[config.mk]
export PLATFORM = sky130hd
export DESIGN_NAME = cssv_core
export DESIGN_NICKNAME = d
export VERILOG_FILES = /design/src/cssv_pkg.sv /design/src/cssv_prio.sv /design/src/cssv_sp.sv /design/src/cssv_core.sv
export SDC_FILE = /design/constraint.sdc
export NUM_CORES = 1
export LEC_CHECK = 0
export BUFFER_PORTS_ARGS = -buffer_cell sky130_fd_sc_hd__buf_2
export CORE_AREA = 2 2 120 122
export CTS_BUF_LIST = sky130_fd_sc_hd__clkbuf_2 sky130_fd_sc_hd__clkbuf_4 sky130_fd_sc_hd__clkbuf_8
export DETAILED_ROUTE_END_ITERATION = 16
export DIE_AREA = 0 0 122 124
export HOLD_SLACK_MARGIN = 0.03
export PLACE_DENSITY = 0.75
export SYNTH_ARGS = -nofsm -noshare
export SYNTH_HDL_FRONTEND = slang
export SYNTH_SLANG_ARGS = --single-unit
export TNS_END_PERCENT = 50
[constraint.sdc]
create_clock -name MCLK -period 6.8 [get_ports MCLK]
set_clock_uncertainty 0.15 [all_clocks]
set_input_delay 1.36 -clock MCLK [delete_from_list [all_inputs] [get_ports MCLK]]
set_output_delay 1.36 -clock MCLK [all_outputs]
set_load 0.005 [all_outputs]
[src/cssv_pkg.sv]
// Shared constants for the core status, stack pointer and vectoring block
package cssv_pkg;
  // Register offsets; printed offsets are not all multiples of four, so they are indices
  localparam logic [7:0] IDX_SP_LOW  = 8'h3d;
  localparam logic [7:0] IDX_SP_HIGH = 8'h3e;
  localparam logic [7:0] IDX_STATUS  = 8'h3f;
  localparam logic [7:0] IDX_CTRL    = 8'h40;
  localparam logic [7:0] IDX_VECTOR  = 8'h41;
  // Status bit positions
  localparam int ST_I = 7;
  localparam int ST_T = 6;
  localparam int ST_H = 5;
  localparam int ST_S = 4;
  localparam int ST_V = 3;
  localparam int ST_N = 2;
  localparam int ST_Z = 1;
  localparam int ST_C = 0;
  // Control register bit positions
  localparam int CTL_RELOC   = 0;
  localparam int CTL_APPLOCK = 1;
  localparam int CTL_BOOTLOCK = 2;
  // Reset values
  localparam logic [7:0]  STATUS_RST = 8'h00;
  localparam logic [11:0] SP_RST     = 12'h000;
  // Vector layout
  localparam int          NUM_SRC       = 19;
  localparam logic [15:0] RESET_VEC     = 16'h0000;
  localparam logic [15:0] VEC_BASE      = 16'h0002;
  localparam logic [15:0] BOOT_RST_ADDR = 16'h3800;
  localparam logic [1:0]  AXI_OKAY      = 2'b00;
  localparam logic [1:0]  AXI_SLVERR    = 2'b10;
  // Stack commands from the sequencer
  typedef enum logic [2:0] {
    CSSV_SP_NONE, CSSV_SP_PUSH, CSSV_SP_POP, CSSV_SP_CALL, CSSV_SP_RET
  } cssv_spop_t;
endpackage

[src/cssv_prio.sv]
// Fixed-priority selector of the lowest pending vector
`timescale 1ns/1ps
`default_nettype none
module cssv_prio
  import cssv_pkg::*;
#(
  parameter int N = NUM_SRC
) (
  // Requests
  input  wire logic [N-1:0] req,
  // Result
  output logic              any,
  output logic [4:0]        idx
);
  always_comb begin
    any = 1'b0;
    idx = 5'h00;
    for (int i = N - 1; i >= 0; i--) begin
      if (req[i]) begin
        any = 1'b1;
        idx = 5'(i);
      end
    end
  end
endmodule
`default_nettype wire

[src/cssv_sp.sv]
// Twelve-bit stack pointer with sequencer adjust and byte writes
`timescale 1ns/1ps
`default_nettype none
module cssv_sp
  import cssv_pkg::*;
(
  // Clock and reset
  input  wire logic        clk,
  input  wire logic        rst,
  // Sequencer
  input  wire cssv_spop_t  op,
  input  wire logic        irq_push,
  // Software byte writes
  input  wire logic        wr_low,
  input  wire logic        wr_high,
  input  wire logic [7:0]  wdata,
  // Value
  output logic [11:0]      sp
);
  logic [11:0] next_sp;
  always_comb begin
    next_sp = sp;
    if (irq_push) begin
      next_sp = sp - 12'h002;
    end else begin
      case (op)
        CSSV_SP_PUSH: next_sp = sp - 12'h001;
        CSSV_SP_CALL: next_sp = sp - 12'h002;
        CSSV_SP_POP:  next_sp = sp + 12'h001;
        CSSV_SP_RET:  next_sp = sp + 12'h002;
        default:      next_sp = sp;
      endcase
    end
    if (wr_low) next_sp[7:0] = wdata;
    if (wr_high) next_sp[11:8] = wdata[3:0];
  end
  always_ff @(posedge clk) begin
    if (rst) sp <= SP_RST;
    else sp <= next_sp;
  end
endmodule
`default_nettype wire

[src/cssv_core.sv]
// Core status flags, stack pointer and interrupt vectoring with AXI4-Lite access
//
// Implementation choice: register access over AXI4-Lite.
`timescale 1ns/1ps
`default_nettype none
module cssv_core
  import cssv_pkg::*;
#(
  parameter int          NSRC      = NUM_SRC,
  parameter logic [15:0] BOOT_ADDR = BOOT_RST_ADDR,
  parameter logic [15:0] BOOT_LIMIT = BOOT_RST_ADDR
) (
  // Clock and reset
  input  wire logic            MCLK,
  input  wire logic            RESET,
  // Fuse
  input  wire logic            BOOT_RESET_FUSE,
  // Peripheral requests and enables
  input  wire logic [NSRC-1:0] IRQ_REQ,
  input  wire logic [NSRC-1:0] IRQ_EN,
  output logic [NSRC-1:0]      IRQ_ACK,
  // Sequencer
  input  wire logic            INSTR_BOUNDARY,
  input  wire logic [15:0]     PC_NEXT,
  input  wire cssv_spop_t      SP_OP,
  input  wire logic            RETURN_FROM_IRQ_INSTR,
  input  wire logic            BIT_TO_FLAG_INSTR,
  input  wire logic            BIT_IN,
  input  wire logic            ALU_WE,
  input  wire logic [7:0]      ALU_MASK,
  input  wire logic            ALU_H,
  input  wire logic            ALU_V,
  input  wire logic            ALU_N,
  input  wire logic            ALU_Z,
  input  wire logic            ALU_C,
  output logic                 IRQ_TAKE,
  output logic [15:0]          IRQ_VECTOR,
  output logic [15:0]          IRQ_RET_PC,
  output logic [15:0]          RESET_FETCH,
  output logic                 FLAG_TO_BIT_VALUE,
  output logic [7:0]           STATUS,
  output logic [11:0]          STACK_POINTER,
  // AXI4-Lite slave
  input  wire logic [31:0]     S_AXI_AWADDR,
  input  wire logic            S_AXI_AWVALID,
  output logic                 S_AXI_AWREADY,
  input  wire logic [31:0]     S_AXI_WDATA,
  input  wire logic [3:0]      S_AXI_WSTRB,
  input  wire logic            S_AXI_WVALID,
  output logic                 S_AXI_WREADY,
  output logic [1:0]           S_AXI_BRESP,
  output logic                 S_AXI_BVALID,
  input  wire logic            S_AXI_BREADY,
  input  wire logic [31:0]     S_AXI_ARADDR,
  input  wire logic            S_AXI_ARVALID,
  output logic                 S_AXI_ARREADY,
  output logic [31:0]          S_AXI_RDATA,
  output logic [1:0]           S_AXI_RRESP,
  output logic                 S_AXI_RVALID,
  input  wire logic            S_AXI_RREADY
);
  // Bus write channel state
  logic        aw_held;
  logic [7:0]  aw_idx;
  logic        w_held;
  logic [31:0] w_data;
  logic        w_b0;
  logic        next_aw_held;
  logic [7:0]  next_aw_idx;
  logic        next_w_held;
  logic [31:0] next_w_data;
  logic        next_w_b0;
  logic [1:0]  next_bresp;
  logic        next_bvalid;
  logic        wr_fire;
  always_comb begin
    next_aw_held = aw_held;
    next_aw_idx  = aw_idx;
    next_w_held  = w_held;
    next_w_data  = w_data;
    next_w_b0    = w_b0;
    next_bresp   = S_AXI_BRESP;
    next_bvalid  = S_AXI_BVALID;
    wr_fire      = 1'b0;
    if (S_AXI_AWVALID && S_AXI_AWREADY) begin
      next_aw_held = 1'b1;
      next_aw_idx  = S_AXI_AWADDR[9:2];
    end
    if (S_AXI_WVALID && S_AXI_WREADY) begin
      next_w_held = 1'b1;
      next_w_data = S_AXI_WDATA;
      next_w_b0   = S_AXI_WSTRB[0];
    end
    if (aw_held && w_held && !S_AXI_BVALID) begin
      wr_fire      = 1'b1;
      next_aw_held = 1'b0;
      next_w_held  = 1'b0;
      next_bvalid  = 1'b1;
      next_bresp   = (aw_idx >= IDX_SP_LOW && aw_idx <= IDX_CTRL) ? AXI_OKAY : AXI_SLVERR;
    end else if (S_AXI_BVALID && S_AXI_BREADY) begin
      next_bvalid = 1'b0;
    end
  end
  assign S_AXI_AWREADY = !aw_held && !S_AXI_BVALID;
  assign S_AXI_WREADY  = !w_held && !S_AXI_BVALID;
  always_ff @(posedge MCLK) begin
    if (RESET) begin
      aw_held      <= 1'b0;
      aw_idx       <= 8'h00;
      w_held       <= 1'b0;
      w_data       <= 32'h00000000;
      w_b0         <= 1'b0;
      S_AXI_BRESP  <= AXI_OKAY;
      S_AXI_BVALID <= 1'b0;
    end else begin
      aw_held      <= next_aw_held;
      aw_idx       <= next_aw_idx;
      w_held       <= next_w_held;
      w_data       <= next_w_data;
      w_b0         <= next_w_b0;
      S_AXI_BRESP  <= next_bresp;
      S_AXI_BVALID <= next_bvalid;
    end
  end
  logic       sw_we;
  logic [7:0] sw_wd;
  assign sw_we = wr_fire && w_b0;
  assign sw_wd = w_data[7:0];
  // Control register: relocation and the two lock bits
  logic [2:0] ctrl;
  logic [2:0] next_ctrl;
  always_comb begin
    next_ctrl = ctrl;
    if (sw_we && aw_idx == IDX_CTRL) next_ctrl = sw_wd[2:0];
  end
  always_ff @(posedge MCLK) begin
    if (RESET) ctrl <= 3'h0;
    else ctrl <= next_ctrl;
  end
  // Interrupt selection
  logic [NSRC-1:0] live;
  logic            any_req;
  logic [4:0]      win;
  logic            in_boot;
  logic            locked;
  assign in_boot = PC_NEXT >= BOOT_LIMIT;
  // Application lock blocks while in application; boot lock blocks while in boot
  assign locked = (ctrl[CTL_APPLOCK] && !in_boot) || (ctrl[CTL_BOOTLOCK] && in_boot);
  assign live = IRQ_REQ & IRQ_EN & {NSRC{STATUS[ST_I]}};
  cssv_prio #(.N(NSRC)) u_prio (
    .req (live),
    .any (any_req),
    .idx (win)
  );
  logic take;
  assign take = any_req && INSTR_BOUNDARY && !locked;
  // Status register
  logic [7:0] next_status;
  always_comb begin
    next_status = STATUS;
    if (ALU_WE) begin
      if (ALU_MASK[ST_H]) next_status[ST_H] = ALU_H;
      if (ALU_MASK[ST_V]) next_status[ST_V] = ALU_V;
      if (ALU_MASK[ST_N]) next_status[ST_N] = ALU_N;
      if (ALU_MASK[ST_Z]) next_status[ST_Z] = ALU_Z;
      if (ALU_MASK[ST_C]) next_status[ST_C] = ALU_C;
    end
    if (BIT_TO_FLAG_INSTR) next_status[ST_T] = BIT_IN;
    if (RETURN_FROM_IRQ_INSTR) next_status[ST_I] = 1'b1;
    if (sw_we && aw_idx == IDX_STATUS) next_status = sw_wd;
    if (take) next_status[ST_I] = 1'b0;
    next_status[ST_S] = next_status[ST_N] ^ next_status[ST_V];
  end
  always_ff @(posedge MCLK) begin
    if (RESET) STATUS <= STATUS_RST;
    else STATUS <= next_status;
  end
  assign FLAG_TO_BIT_VALUE = STATUS[ST_T];
  // Stack pointer
  cssv_sp u_sp (
    .clk      (MCLK),
    .rst      (RESET),
    .op       (SP_OP),
    .irq_push (take),
    .wr_low   (sw_we && aw_idx == IDX_SP_LOW),
    .wr_high  (sw_we && aw_idx == IDX_SP_HIGH),
    .wdata    (sw_wd),
    .sp       (STACK_POINTER)
  );
  // Vector generation
  logic [15:0] next_vector;
  logic [15:0] vec_base;
  assign vec_base = ctrl[CTL_RELOC] ? (BOOT_ADDR + VEC_BASE) : VEC_BASE;
  assign next_vector = vec_base + {10'h000, win, 1'b0};
  assign RESET_FETCH = BOOT_RESET_FUSE ? BOOT_ADDR : RESET_VEC;
  logic [NSRC-1:0] next_ack;
  always_comb begin
    next_ack = '0;
    if (take) next_ack[win] = 1'b1;
  end
  always_ff @(posedge MCLK) begin
    if (RESET) begin
      IRQ_TAKE   <= 1'b0;
      IRQ_VECTOR <= 16'h0000;
      IRQ_RET_PC <= 16'h0000;
      IRQ_ACK    <= '0;
    end else begin
      IRQ_TAKE   <= take;
      IRQ_VECTOR <= take ? next_vector : IRQ_VECTOR;
      IRQ_RET_PC <= take ? PC_NEXT : IRQ_RET_PC;
      IRQ_ACK    <= next_ack;
    end
  end
  // Bus read channel
  logic [31:0] rd_word;
  logic [31:0] next_rdata;
  logic [1:0]  next_rresp;
  logic        next_rvalid;
  always_comb begin
    case (S_AXI_ARADDR[9:2])
      IDX_SP_LOW:  rd_word = {24'h000000, STACK_POINTER[7:0]};
      IDX_SP_HIGH: rd_word = {28'h0000000, STACK_POINTER[11:8]};
      IDX_STATUS:  rd_word = {24'h000000, STATUS};
      IDX_CTRL:    rd_word = {29'h00000000, ctrl};
      IDX_VECTOR:  rd_word = {16'h0000, IRQ_VECTOR};
      default:     rd_word = 32'h00000000;
    endcase
    next_rdata  = S_AXI_RDATA;
    next_rresp  = S_AXI_RRESP;
    next_rvalid = S_AXI_RVALID;
    if (S_AXI_ARVALID && S_AXI_ARREADY) begin
      next_rdata  = rd_word;
      next_rvalid = 1'b1;
      next_rresp  = (S_AXI_ARADDR[9:2] >= IDX_SP_LOW && S_AXI_ARADDR[9:2] <= IDX_VECTOR)
                    ? AXI_OKAY : AXI_SLVERR;
    end else if (S_AXI_RVALID && S_AXI_RREADY) begin
      next_rvalid = 1'b0;
    end
  end
  assign S_AXI_ARREADY = !S_AXI_RVALID;
  always_ff @(posedge MCLK) begin
    if (RESET) begin
      S_AXI_RDATA  <= 32'h00000000;
      S_AXI_RRESP  <= AXI_OKAY;
      S_AXI_RVALID <= 1'b0;
    end else begin
      S_AXI_RDATA  <= next_rdata;
      S_AXI_RRESP  <= next_rresp;
      S_AXI_RVALID <= next_rvalid;
    end
  end
  // Checks
  property p_mask;
    @(posedge MCLK) disable iff (RESET) !STATUS[ST_I] |-> !take;
  endproperty
  a_mask: assert property (p_mask) else $error("taken while globally masked");
  property p_entry_clears;
    @(posedge MCLK) disable iff (RESET) take |=> !STATUS[ST_I] && IRQ_TAKE;
  endproperty
  a_entry_clears: assert property (p_entry_clears) else $error("enable not cleared");
  property p_sign;
    @(posedge MCLK) disable iff (RESET) ##1 STATUS[ST_S] == (STATUS[ST_N] ^ STATUS[ST_V]);
  endproperty
  a_sign: assert property (p_sign) else $error("sign flag wrong");
  property p_tbit;
    @(posedge MCLK) disable iff (RESET)
      BIT_TO_FLAG_INSTR && !(sw_we && aw_idx == IDX_STATUS) |=> FLAG_TO_BIT_VALUE == $past(BIT_IN);
  endproperty
  a_tbit: assert property (p_tbit) else $error("copy bit wrong");
  property p_carry;
    @(posedge MCLK) disable iff (RESET)
      ALU_WE && ALU_MASK[ST_C] && !(sw_we && aw_idx == IDX_STATUS) |=> STATUS[ST_C] == $past(ALU_C);
  endproperty
  a_carry: assert property (p_carry) else $error("carry wrong");
  property p_sp_irq;
    @(posedge MCLK) disable iff (RESET)
      take && !sw_we |=> STACK_POINTER == $past(STACK_POINTER) - 12'h002;
  endproperty
  a_sp_irq: assert property (p_sp_irq) else $error("entry push wrong");
  property p_vec;
    @(posedge MCLK) disable iff (RESET)
      take && !ctrl[CTL_RELOC] |=> IRQ_VECTOR == VEC_BASE + {10'h000, $past(win), 1'b0};
  endproperty
  a_vec: assert property (p_vec) else $error("vector address wrong");
  property p_lock;
    @(posedge MCLK) disable iff (RESET) locked |-> !take;
  endproperty
  a_lock: assert property (p_lock) else $error("taken while locked");
  property p_prio;
    @(posedge MCLK) disable iff (RESET) take && live[0] |-> win == 5'h00;
  endproperty
  a_prio: assert property (p_prio) else $error("priority wrong");
  property p_rst;
    @(posedge MCLK) disable iff (RESET) RESET_FETCH == (BOOT_RESET_FUSE ? BOOT_ADDR : RESET_VEC);
  endproperty
  a_rst: assert property (p_rst) else $error("reset fetch wrong");
  property p_ret_sets;
    @(posedge MCLK) disable iff (RESET)
      RETURN_FROM_IRQ_INSTR && !take && !(sw_we && aw_idx == IDX_STATUS) |=> STATUS[ST_I];
  endproperty
  a_ret_sets: assert property (p_ret_sets) else $error("enable not set on return");
  property p_sp_push;
    @(posedge MCLK) disable iff (RESET)
      SP_OP == CSSV_SP_PUSH && !take && !sw_we
      |=> STACK_POINTER == $past(STACK_POINTER) - 12'h001;
  endproperty
  a_sp_push: assert property (p_sp_push) else $error("data push wrong");
  property p_sp_pop;
    @(posedge MCLK) disable iff (RESET)
      SP_OP == CSSV_SP_POP && !take && !sw_we
      |=> STACK_POINTER == $past(STACK_POINTER) + 12'h001;
  endproperty
  a_sp_pop: assert property (p_sp_pop) else $error("data pop wrong");
  property p_reloc;
    @(posedge MCLK) disable iff (RESET)
      take && ctrl[CTL_RELOC]
      |=> IRQ_VECTOR == BOOT_ADDR + VEC_BASE + {10'h000, $past(win), 1'b0};
  endproperty
  a_reloc: assert property (p_reloc) else $error("relocated vector wrong");
  property p_ack;
    @(posedge MCLK) disable iff (RESET) IRQ_TAKE |-> $onehot(IRQ_ACK);
  endproperty
  a_ack: assert property (p_ack) else $error("acknowledge not one-hot");
  property p_retpc;
    @(posedge MCLK) disable iff (RESET) take |=> IRQ_RET_PC == $past(PC_NEXT);
  endproperty
  a_retpc: assert property (p_retpc) else $error("return address wrong");
endmodule
`default_nettype wire

; Word level (Yosys, flattened, before mapping)
; Cells that the tools add are included.
[word_totals]
ff_bits = 132
word_cells = 160
[op_classes]
addsub = 5
magnitude_cmp = 7
eq_ne = 13
muxes = 64
n_bitwise = 4
n_reduce_logical = 44
[op_table]
columns = cell, count
row1 = $mux W5, 19
row2 = $pmux W16 S5, 1
row3 = $eq A8 B6 Y1 const B, 6
row4 = $pmux W12 S4, 1
row5 = $and A19 B19 Y19, 2
row6 = $mux W1, 33
row7 = $mux W14, 2
row8 = $eq A8 B7 Y1 const B, 3
row9 = $logic_and A1 B1 Y1, 21
row10 = $ge A16 B14 Y1 const B, 1
row11 = $ge A8 B6 Y1 const B, 2
row12 = $le A8 B7 Y1 const B, 2
row13 = $mux W8, 2
row14 = $reduce_bool A2 Y1, 8
row15 = $add A14 B6 Y15, 1
row16 = $add A12 B1 Y12 const B, 1
row17 = $add A12 B2 Y12 const B, 1
row18 = $mux W12, 1
row19 = $reduce_bool A6 Y1, 2
row20 = $sub A12 B1 Y12 const B, 1
row21 = $sub A12 B2 Y12 const B, 1
row22 = $mux W4, 2
row23 = $eq A3 B2 Y1 const B, 2
row24 = $logic_not A1 Y1, 6
row25 = 11 further kinds, 16

; Longest topological paths before layout
[depth]
word_depth = 25
depth_mapped = 10
ltp_nobuf = 9

; Modules after synthesis
; Synthesis repeated with hierarchy kept, for this count alone.
[unflattened]
hier_cells = 762
area_unflattened_um2 = 6088.3
[modules_own_cells]
columns = module, instances, cells_per_inst, area_per_inst_um2, seq_area_each_um2
row1 = cssv_core, 1, 479, 4063.9, 1721.7
row2 = cssv_sp, 1, 245, 1801.7, 240.2
row3 = cssv_prio, 1, 38, 222.7, 0.0

; Worst setup path before layout
; OpenSTA, ideal clock, no wires.
[synth_timing]
path_type = input to register
start = input SP_OP[2]
end = register u_sp.sp[11]
setup_time_ns = 0.069
arrival_time_ns = 3.876
path_slack_ns = 2.705
cell_stages = 10
n_path_buf = 1
cell_sequence = clkbuf_1 -> or3b_2 -> ha_1 -> a211oi_1 -> o211a_1 -> o21bai_1 -> a221o_1 -> a21oi_1 -> xor3_1 -> o21ai_1
[synth_via]
elab_chain_cells = 4
elab_cells_between_ends = 8
classes_between = 4 x eq/ne / 3 x mux / 1 x reduce/logical
[synth_rtl]
columns = item, line
row1 = start: declaration, cssv_core.sv:25  ; input wire cssv_spop_t SP_OP,
row2 = "$eq A3 B3 Y1, or another cell as far along", cssv_sp.sv:26  ; case (op)
row3 = $pmux W12 S4, cssv_sp.sv:26
row4 = $mux W12, cssv_sp.sv:23  ; if (irq_push) begin
row5 = $mux W4, cssv_sp.sv:35  ; if (wr_high) next_sp[11:8] = wdata[3:0];
row6 = end signal: assignment, cssv_sp.sv:39  ; else sp <= next_sp;
row7 = end: declaration, cssv_sp.sv:18  ; output logic [11:0] sp
; Parallel ways exist; a longest one is shown, timed or not.
; A chain may end at the register's enable or synchronous reset.

; Worst setup path in the final report
[layout_timing]
start = input SP_OP[2]
end = register u_sp.sp[9]
; The elaborated chain is that of the path after synthesis.

==> results by stage <==
Timing:
- Setup repair after global routing left no endpoint under its margin.
- Setup slack on the critical path of the routed design comes to 2.72 ns.
- After layout, the minimum clock period comes to 4.08 ns.
- The transition at the pin with the smallest max-transition slack is 0.880 ns.
- Headroom to the max-slew limit came out at 0.408.
- The final hold violation count is 0.
- The number of max-slew violations in the final report is 0.
- The worst hold margin is 0.305 ns.
- The summed negative setup slack over all endpoints is 0 ns.
- Timing would allow up to 245 MHz.
- The final count of negative-setup-slack endpoints is 0.
- The final period utilization is 0.600.

Placement:
- After legalization and detailed placement, the total HPWL measured 13.1 mm.
- The number of port buffers is 187.
- The placed cell count is 1059.
- At the end of routability-driven placement, the weighted congestion stood at 0.939.
- At the placement stage, the worst setup path has a slack of 2.35 ns.

Finish:
- The final layout contains 1090 nets.
- The non-filler instance count after layout is 1075.
- Fill cells in the final layout number 1415.
- From synthesis to final layout, the design area changed by 18.3%.
- The count of inserted antenna diode cells is 0.
- Once layout is complete, the utilization of the core stands at 0.490.
- Of the cells placed in the final design, the portion with a size suffix greater than 1 is 0.240.

Power and ir drop:
- The worst vdd rail ir drop is 0.168 mV.
- The power density normalized to cell area is 252 nW/um^2.
- The analysis attributes to cell leakage a power of 3.04 nW.

Synthesis:
- Summing every instance area after synthesis gives 5680 sq um.
- The number of enable flip-flop cells after synthesis is 0.
- The number of different library cells used by synthesis comes to 70.
- The share of synthesized flip-flops with an asynchronous set or reset is 0.
- For this run, the register share of the synthesized area comes to 0.345.
- The count of state elements after synthesis is 98.
- The top flip-flop cell by instance count after synthesis is sky130_fd_sc_hd__dfxtp_1.
- The yosys synthesis warning count is 0.
- The synthesized netlist cell count is 730.
- The average instance area after synthesis is 7.78 sq um.

GRT:
- Entering global routing, the biggest net connects 77 pins.
- The via count of the first global-routing pass came to 5135.
- The first global-routing pass estimated 26.3 mm of wire.
- The total congestion overflow is 0.
- Across every metal layer, demand over resource in global routing totals 0.221.
- The number of antenna violations at the first check in global routing is 0.

Outcome:
- The run finished with clean final reports.

Setup path:
- The endpoint of the most critical register-to-register path is u_sp.sp[2].
- The required time at the endpoint of the critical path is 6.90 ns.
- The critical-path cell with the highest stage delay is sky130_fd_sc_hd__or3b_2.
- The kind of cell with the highest combined delay on the critical path is compound AO/OA/AOI/OAI gates.
- The worst setup path is of the in2reg kind.
- The data arrival at the endpoint of the critical path is 4.18 ns.
- STA classifies the critical path startpoint as an input port.
- The length in cells of the worst reg-to-reg path is 7.
- Across all register-to-register paths, the minimum setup slack is 3.69 ns.
- The critical path capture point type is a flip-flop.
- The critical register-to-register path startpoint is STATUS[7].
- The biggest fanout along the worst timing path is 12.
- Among the stages of the critical path, the cell type that occurs most often is sky130_fd_sc_hd__a21oi_1.
- The signal on the critical path passes through buf_2 -> or3b_2 -> ha_1 -> a211oi_1 -> o211a_1 -> nor3_1 -> a2111oi_0 -> xnor2_1 -> a21oi_1 -> a21oi_1.
- The worst stage delay on the critical path is 0.66 ns.
- The total buffers and inverters traversed by the critical path is 1.

Clocking:
- The number of buffers inserted during clock tree synthesis is 9.
- TritonCTS built the clock tree.
- The number of buffers added for setup after CTS is 0.
- The buffer levels on the longest clock path is 2.
- The number of clock sinks seen by CTS is 98.
- After clock tree synthesis, the clock-pin slew on the worst setup and hold paths is 0.09 ns.
- After clock tree synthesis, the flow added hold-fix buffers numbering 0.
- The clock tree root driver cell is sky130_fd_sc_hd__clkbuf_8.
- The H-tree was split into 3 levels.
- After clock tree synthesis, the repair step resized 0 gates.
- The clock latency at the later pin of the worst-skew pair is 0.37 ns.

Flow run:
- Across the run, the number of max-cap violations was 0.

Drt:
- Once detail routing completed, the nets flagged for antenna violations numbered 0.
- The total vias in the final route is 5703.
- The starting DRC count in detailed routing is 394.
- The pre-antenna-repair detailed-routing pass consisted of 5 iterations.
- The number of remaining DRC errors is 0.
- The overall routed net length is 16.9 mm.
- Dividing the detail-routed wire length by the instance count gives 15.8 microns.
- The per-cell via count in the routed design is 5.31.

Floorplanning:
- Measured along the y axis, the die boundary spans 124 microns.
- 313 I/O pins were placed.
- The die width is 122 microns.
- The count of standard-cell rows is 43.
- The placeable core region is 13700 sq um.
- The overall die area is 15100 sq um.
- For this configuration, the core starts out at a cell density of 0.414.

Worst hold path:
- The worst hold path was traced through 2 stages.
- The path class of the lowest-slack min-delay path is reg2reg.
- The worst hold path endpoint is IRQ_RET_PC[3].
- The startpoint identified for the worst hold timing path is IRQ_RET_PC[3].
[logic make-up (layout without fill, tap and decap cells)]
logic type	Yosys count	count (layout)	share of synthesized area
other cells	1	43	0.000660
mux	13	13	0.0231
buf+inv	102	225	0.101
fa+ha+maj	18	18	0.0405
flops	98	98	0.345
compound gates	185	185	0.220
xor+xnor	25	25	0.0412
simple gates	288	288	0.228
[metal layers]
layer	global-route usage	wire length, microns
met2	0.347	7470
met4	0.0740	382
met5	0	0
met3	0.0417	1300
met1	0.304	7790
[registers in the layout (all words and copies together) (netlist names), 3 cells and up]
name,count
S_AXI_RDATA,9
w_data,8
STATUS,8
aw_idx,8
IRQ_ACK,19
IRQ_VECTOR,7
u_sp.sp,12
ctrl,3
IRQ_RET_PC,16
[placed cells by master (no fill, tap or decap), types with 5 or more instances in the layout]
| cell type | synthesis | layout |
|---|---|---|
| sky130_fd_sc_hd__a211oi_1 | 20 | 20 |
| sky130_fd_sc_hd__a21oi_1 | 61 | 61 |
| sky130_fd_sc_hd__a22o_1 | 7 | 7 |
| sky130_fd_sc_hd__a22oi_1 | 8 | 8 |
| sky130_fd_sc_hd__and3_1 | 6 | 6 |
| sky130_fd_sc_hd__buf_2 | 1 | 187 |
| sky130_fd_sc_hd__clkbuf_8 | 0 | 9 |
| sky130_fd_sc_hd__conb_1 | 1 | 43 |
| sky130_fd_sc_hd__dfxtp_1 | 98 | 98 |
| sky130_fd_sc_hd__ha_1 | 16 | 16 |
| sky130_fd_sc_hd__inv_1 | 19 | 19 |
| sky130_fd_sc_hd__mux2i_1 | 12 | 12 |
| sky130_fd_sc_hd__nand2_1 | 124 | 124 |
| sky130_fd_sc_hd__nand3_1 | 18 | 18 |
| sky130_fd_sc_hd__nor2_1 | 81 | 81 |
| sky130_fd_sc_hd__nor3_1 | 18 | 18 |
| sky130_fd_sc_hd__nor3b_1 | 5 | 5 |
| sky130_fd_sc_hd__nor4_1 | 7 | 7 |
| sky130_fd_sc_hd__o211ai_1 | 6 | 6 |
| sky130_fd_sc_hd__o21ai_0 | 24 | 24 |
| sky130_fd_sc_hd__xnor2_1 | 14 | 14 |
| sky130_fd_sc_hd__xor2_1 | 10 | 10 |
[worst max-delay path by stage]
stage	endpoint	startpoint	depth (start not counted)
after global placement	u_sp.sp[2]	IRQ_REQ[9]	9
after CTS	u_sp.sp[9]	SP_OP[2]	10
final	u_sp.sp[9]	SP_OP[2]	10
after floorplan	u_sp.sp[11]	SP_OP[2]	10
after detailed placement	u_sp.sp[2]	IRQ_REQ[9]	9
after global routing	u_sp.sp[2]	IRQ_REQ[9]	9
[where the power goes]
group          switching [mW]  internal, mW
Clock                   0.214         0.178
Combinational           0.316         0.270
Sequential             0.0927         0.621
[stage by stage]
stage / total power, mW / cell area, sq um
floorplan: 1.13 / 5840
global placement: 1.30 / 6520
detailed placement: 1.30 / 6520
CTS: 1.69 / 6720
global route: 1.80 / 6720
finish: 1.69 / 6720
[cells in the mapped netlist, drive strengths merged (2+ instances only)]
cell     instances  area, sq um
o21bai           3         22.5
or3b             2         17.5
xor2            10         87.6
a222oi           3         30.0
and2             4         25.0
a21oi           61          305
inv             19         71.3
a21o             4         30.0
nand3b           4         30.0
a311oi           3         26.3
clkbuf          30          113
xnor2           14          123
nand4b           2         17.5
nor3            18         90.1
o22ai            3         18.8
o21a             2         15.0
a22oi            8         60.1
nor2            83          317
o31ai            2         15.0
ha              16          200
buf             53          392
nor4             8         56.3
nor2b            3         18.8
o211ai           6         45.0
a221oi           4         35.0
nand3           19          108
a211oi          20          150
o22a             3         26.3
a31oi            2         12.5
a32oi            4         35.0
a22o             7         61.3
a32o             2         20.0
a311o            3         30.0
nor3b            5         37.5
a211o            3         26.3
and3             6         37.5
a2111oi          2         17.5
or3              2         12.5
o32ai            3         26.3
dfxtp           98         1960
o21ai           28          140
nand4            2         12.5
mux2i           12          120
nand2          124          465
[area by class of cell]
cell class | count | area [sq um] | area share
Multi-Input combinational cell | 572 | 3300 | 0.491
Sequential cell | 98 | 1960 | 0.292
Timing Repair Buffer | 190 | 958 | 0.143
Tap cell | 180 | 225 | 0.0335
Clock buffer | 10 | 131 | 0.0195
Clock inverter | 6 | 71.3 | 0.0106
Inverter | 19 | 71.3 | 0.0106
[worst reg2reg max path, cell delays in order, from the launching register on]
cell and delay [ns]:
sky130_fd_sc_hd__dfxtp_1 0.58, sky130_fd_sc_hd__inv_1 0.19, sky130_fd_sc_hd__a41oi_1 0.52, sky130_fd_sc_hd__o311a_1 0.60
sky130_fd_sc_hd__nor2_2 0.21, sky130_fd_sc_hd__mux2_2 0.31, sky130_fd_sc_hd__a311o_1 0.34, sky130_fd_sc_hd__a21oi_1 0.13
No activity file was read; power rests on OpenSTA's default activity.
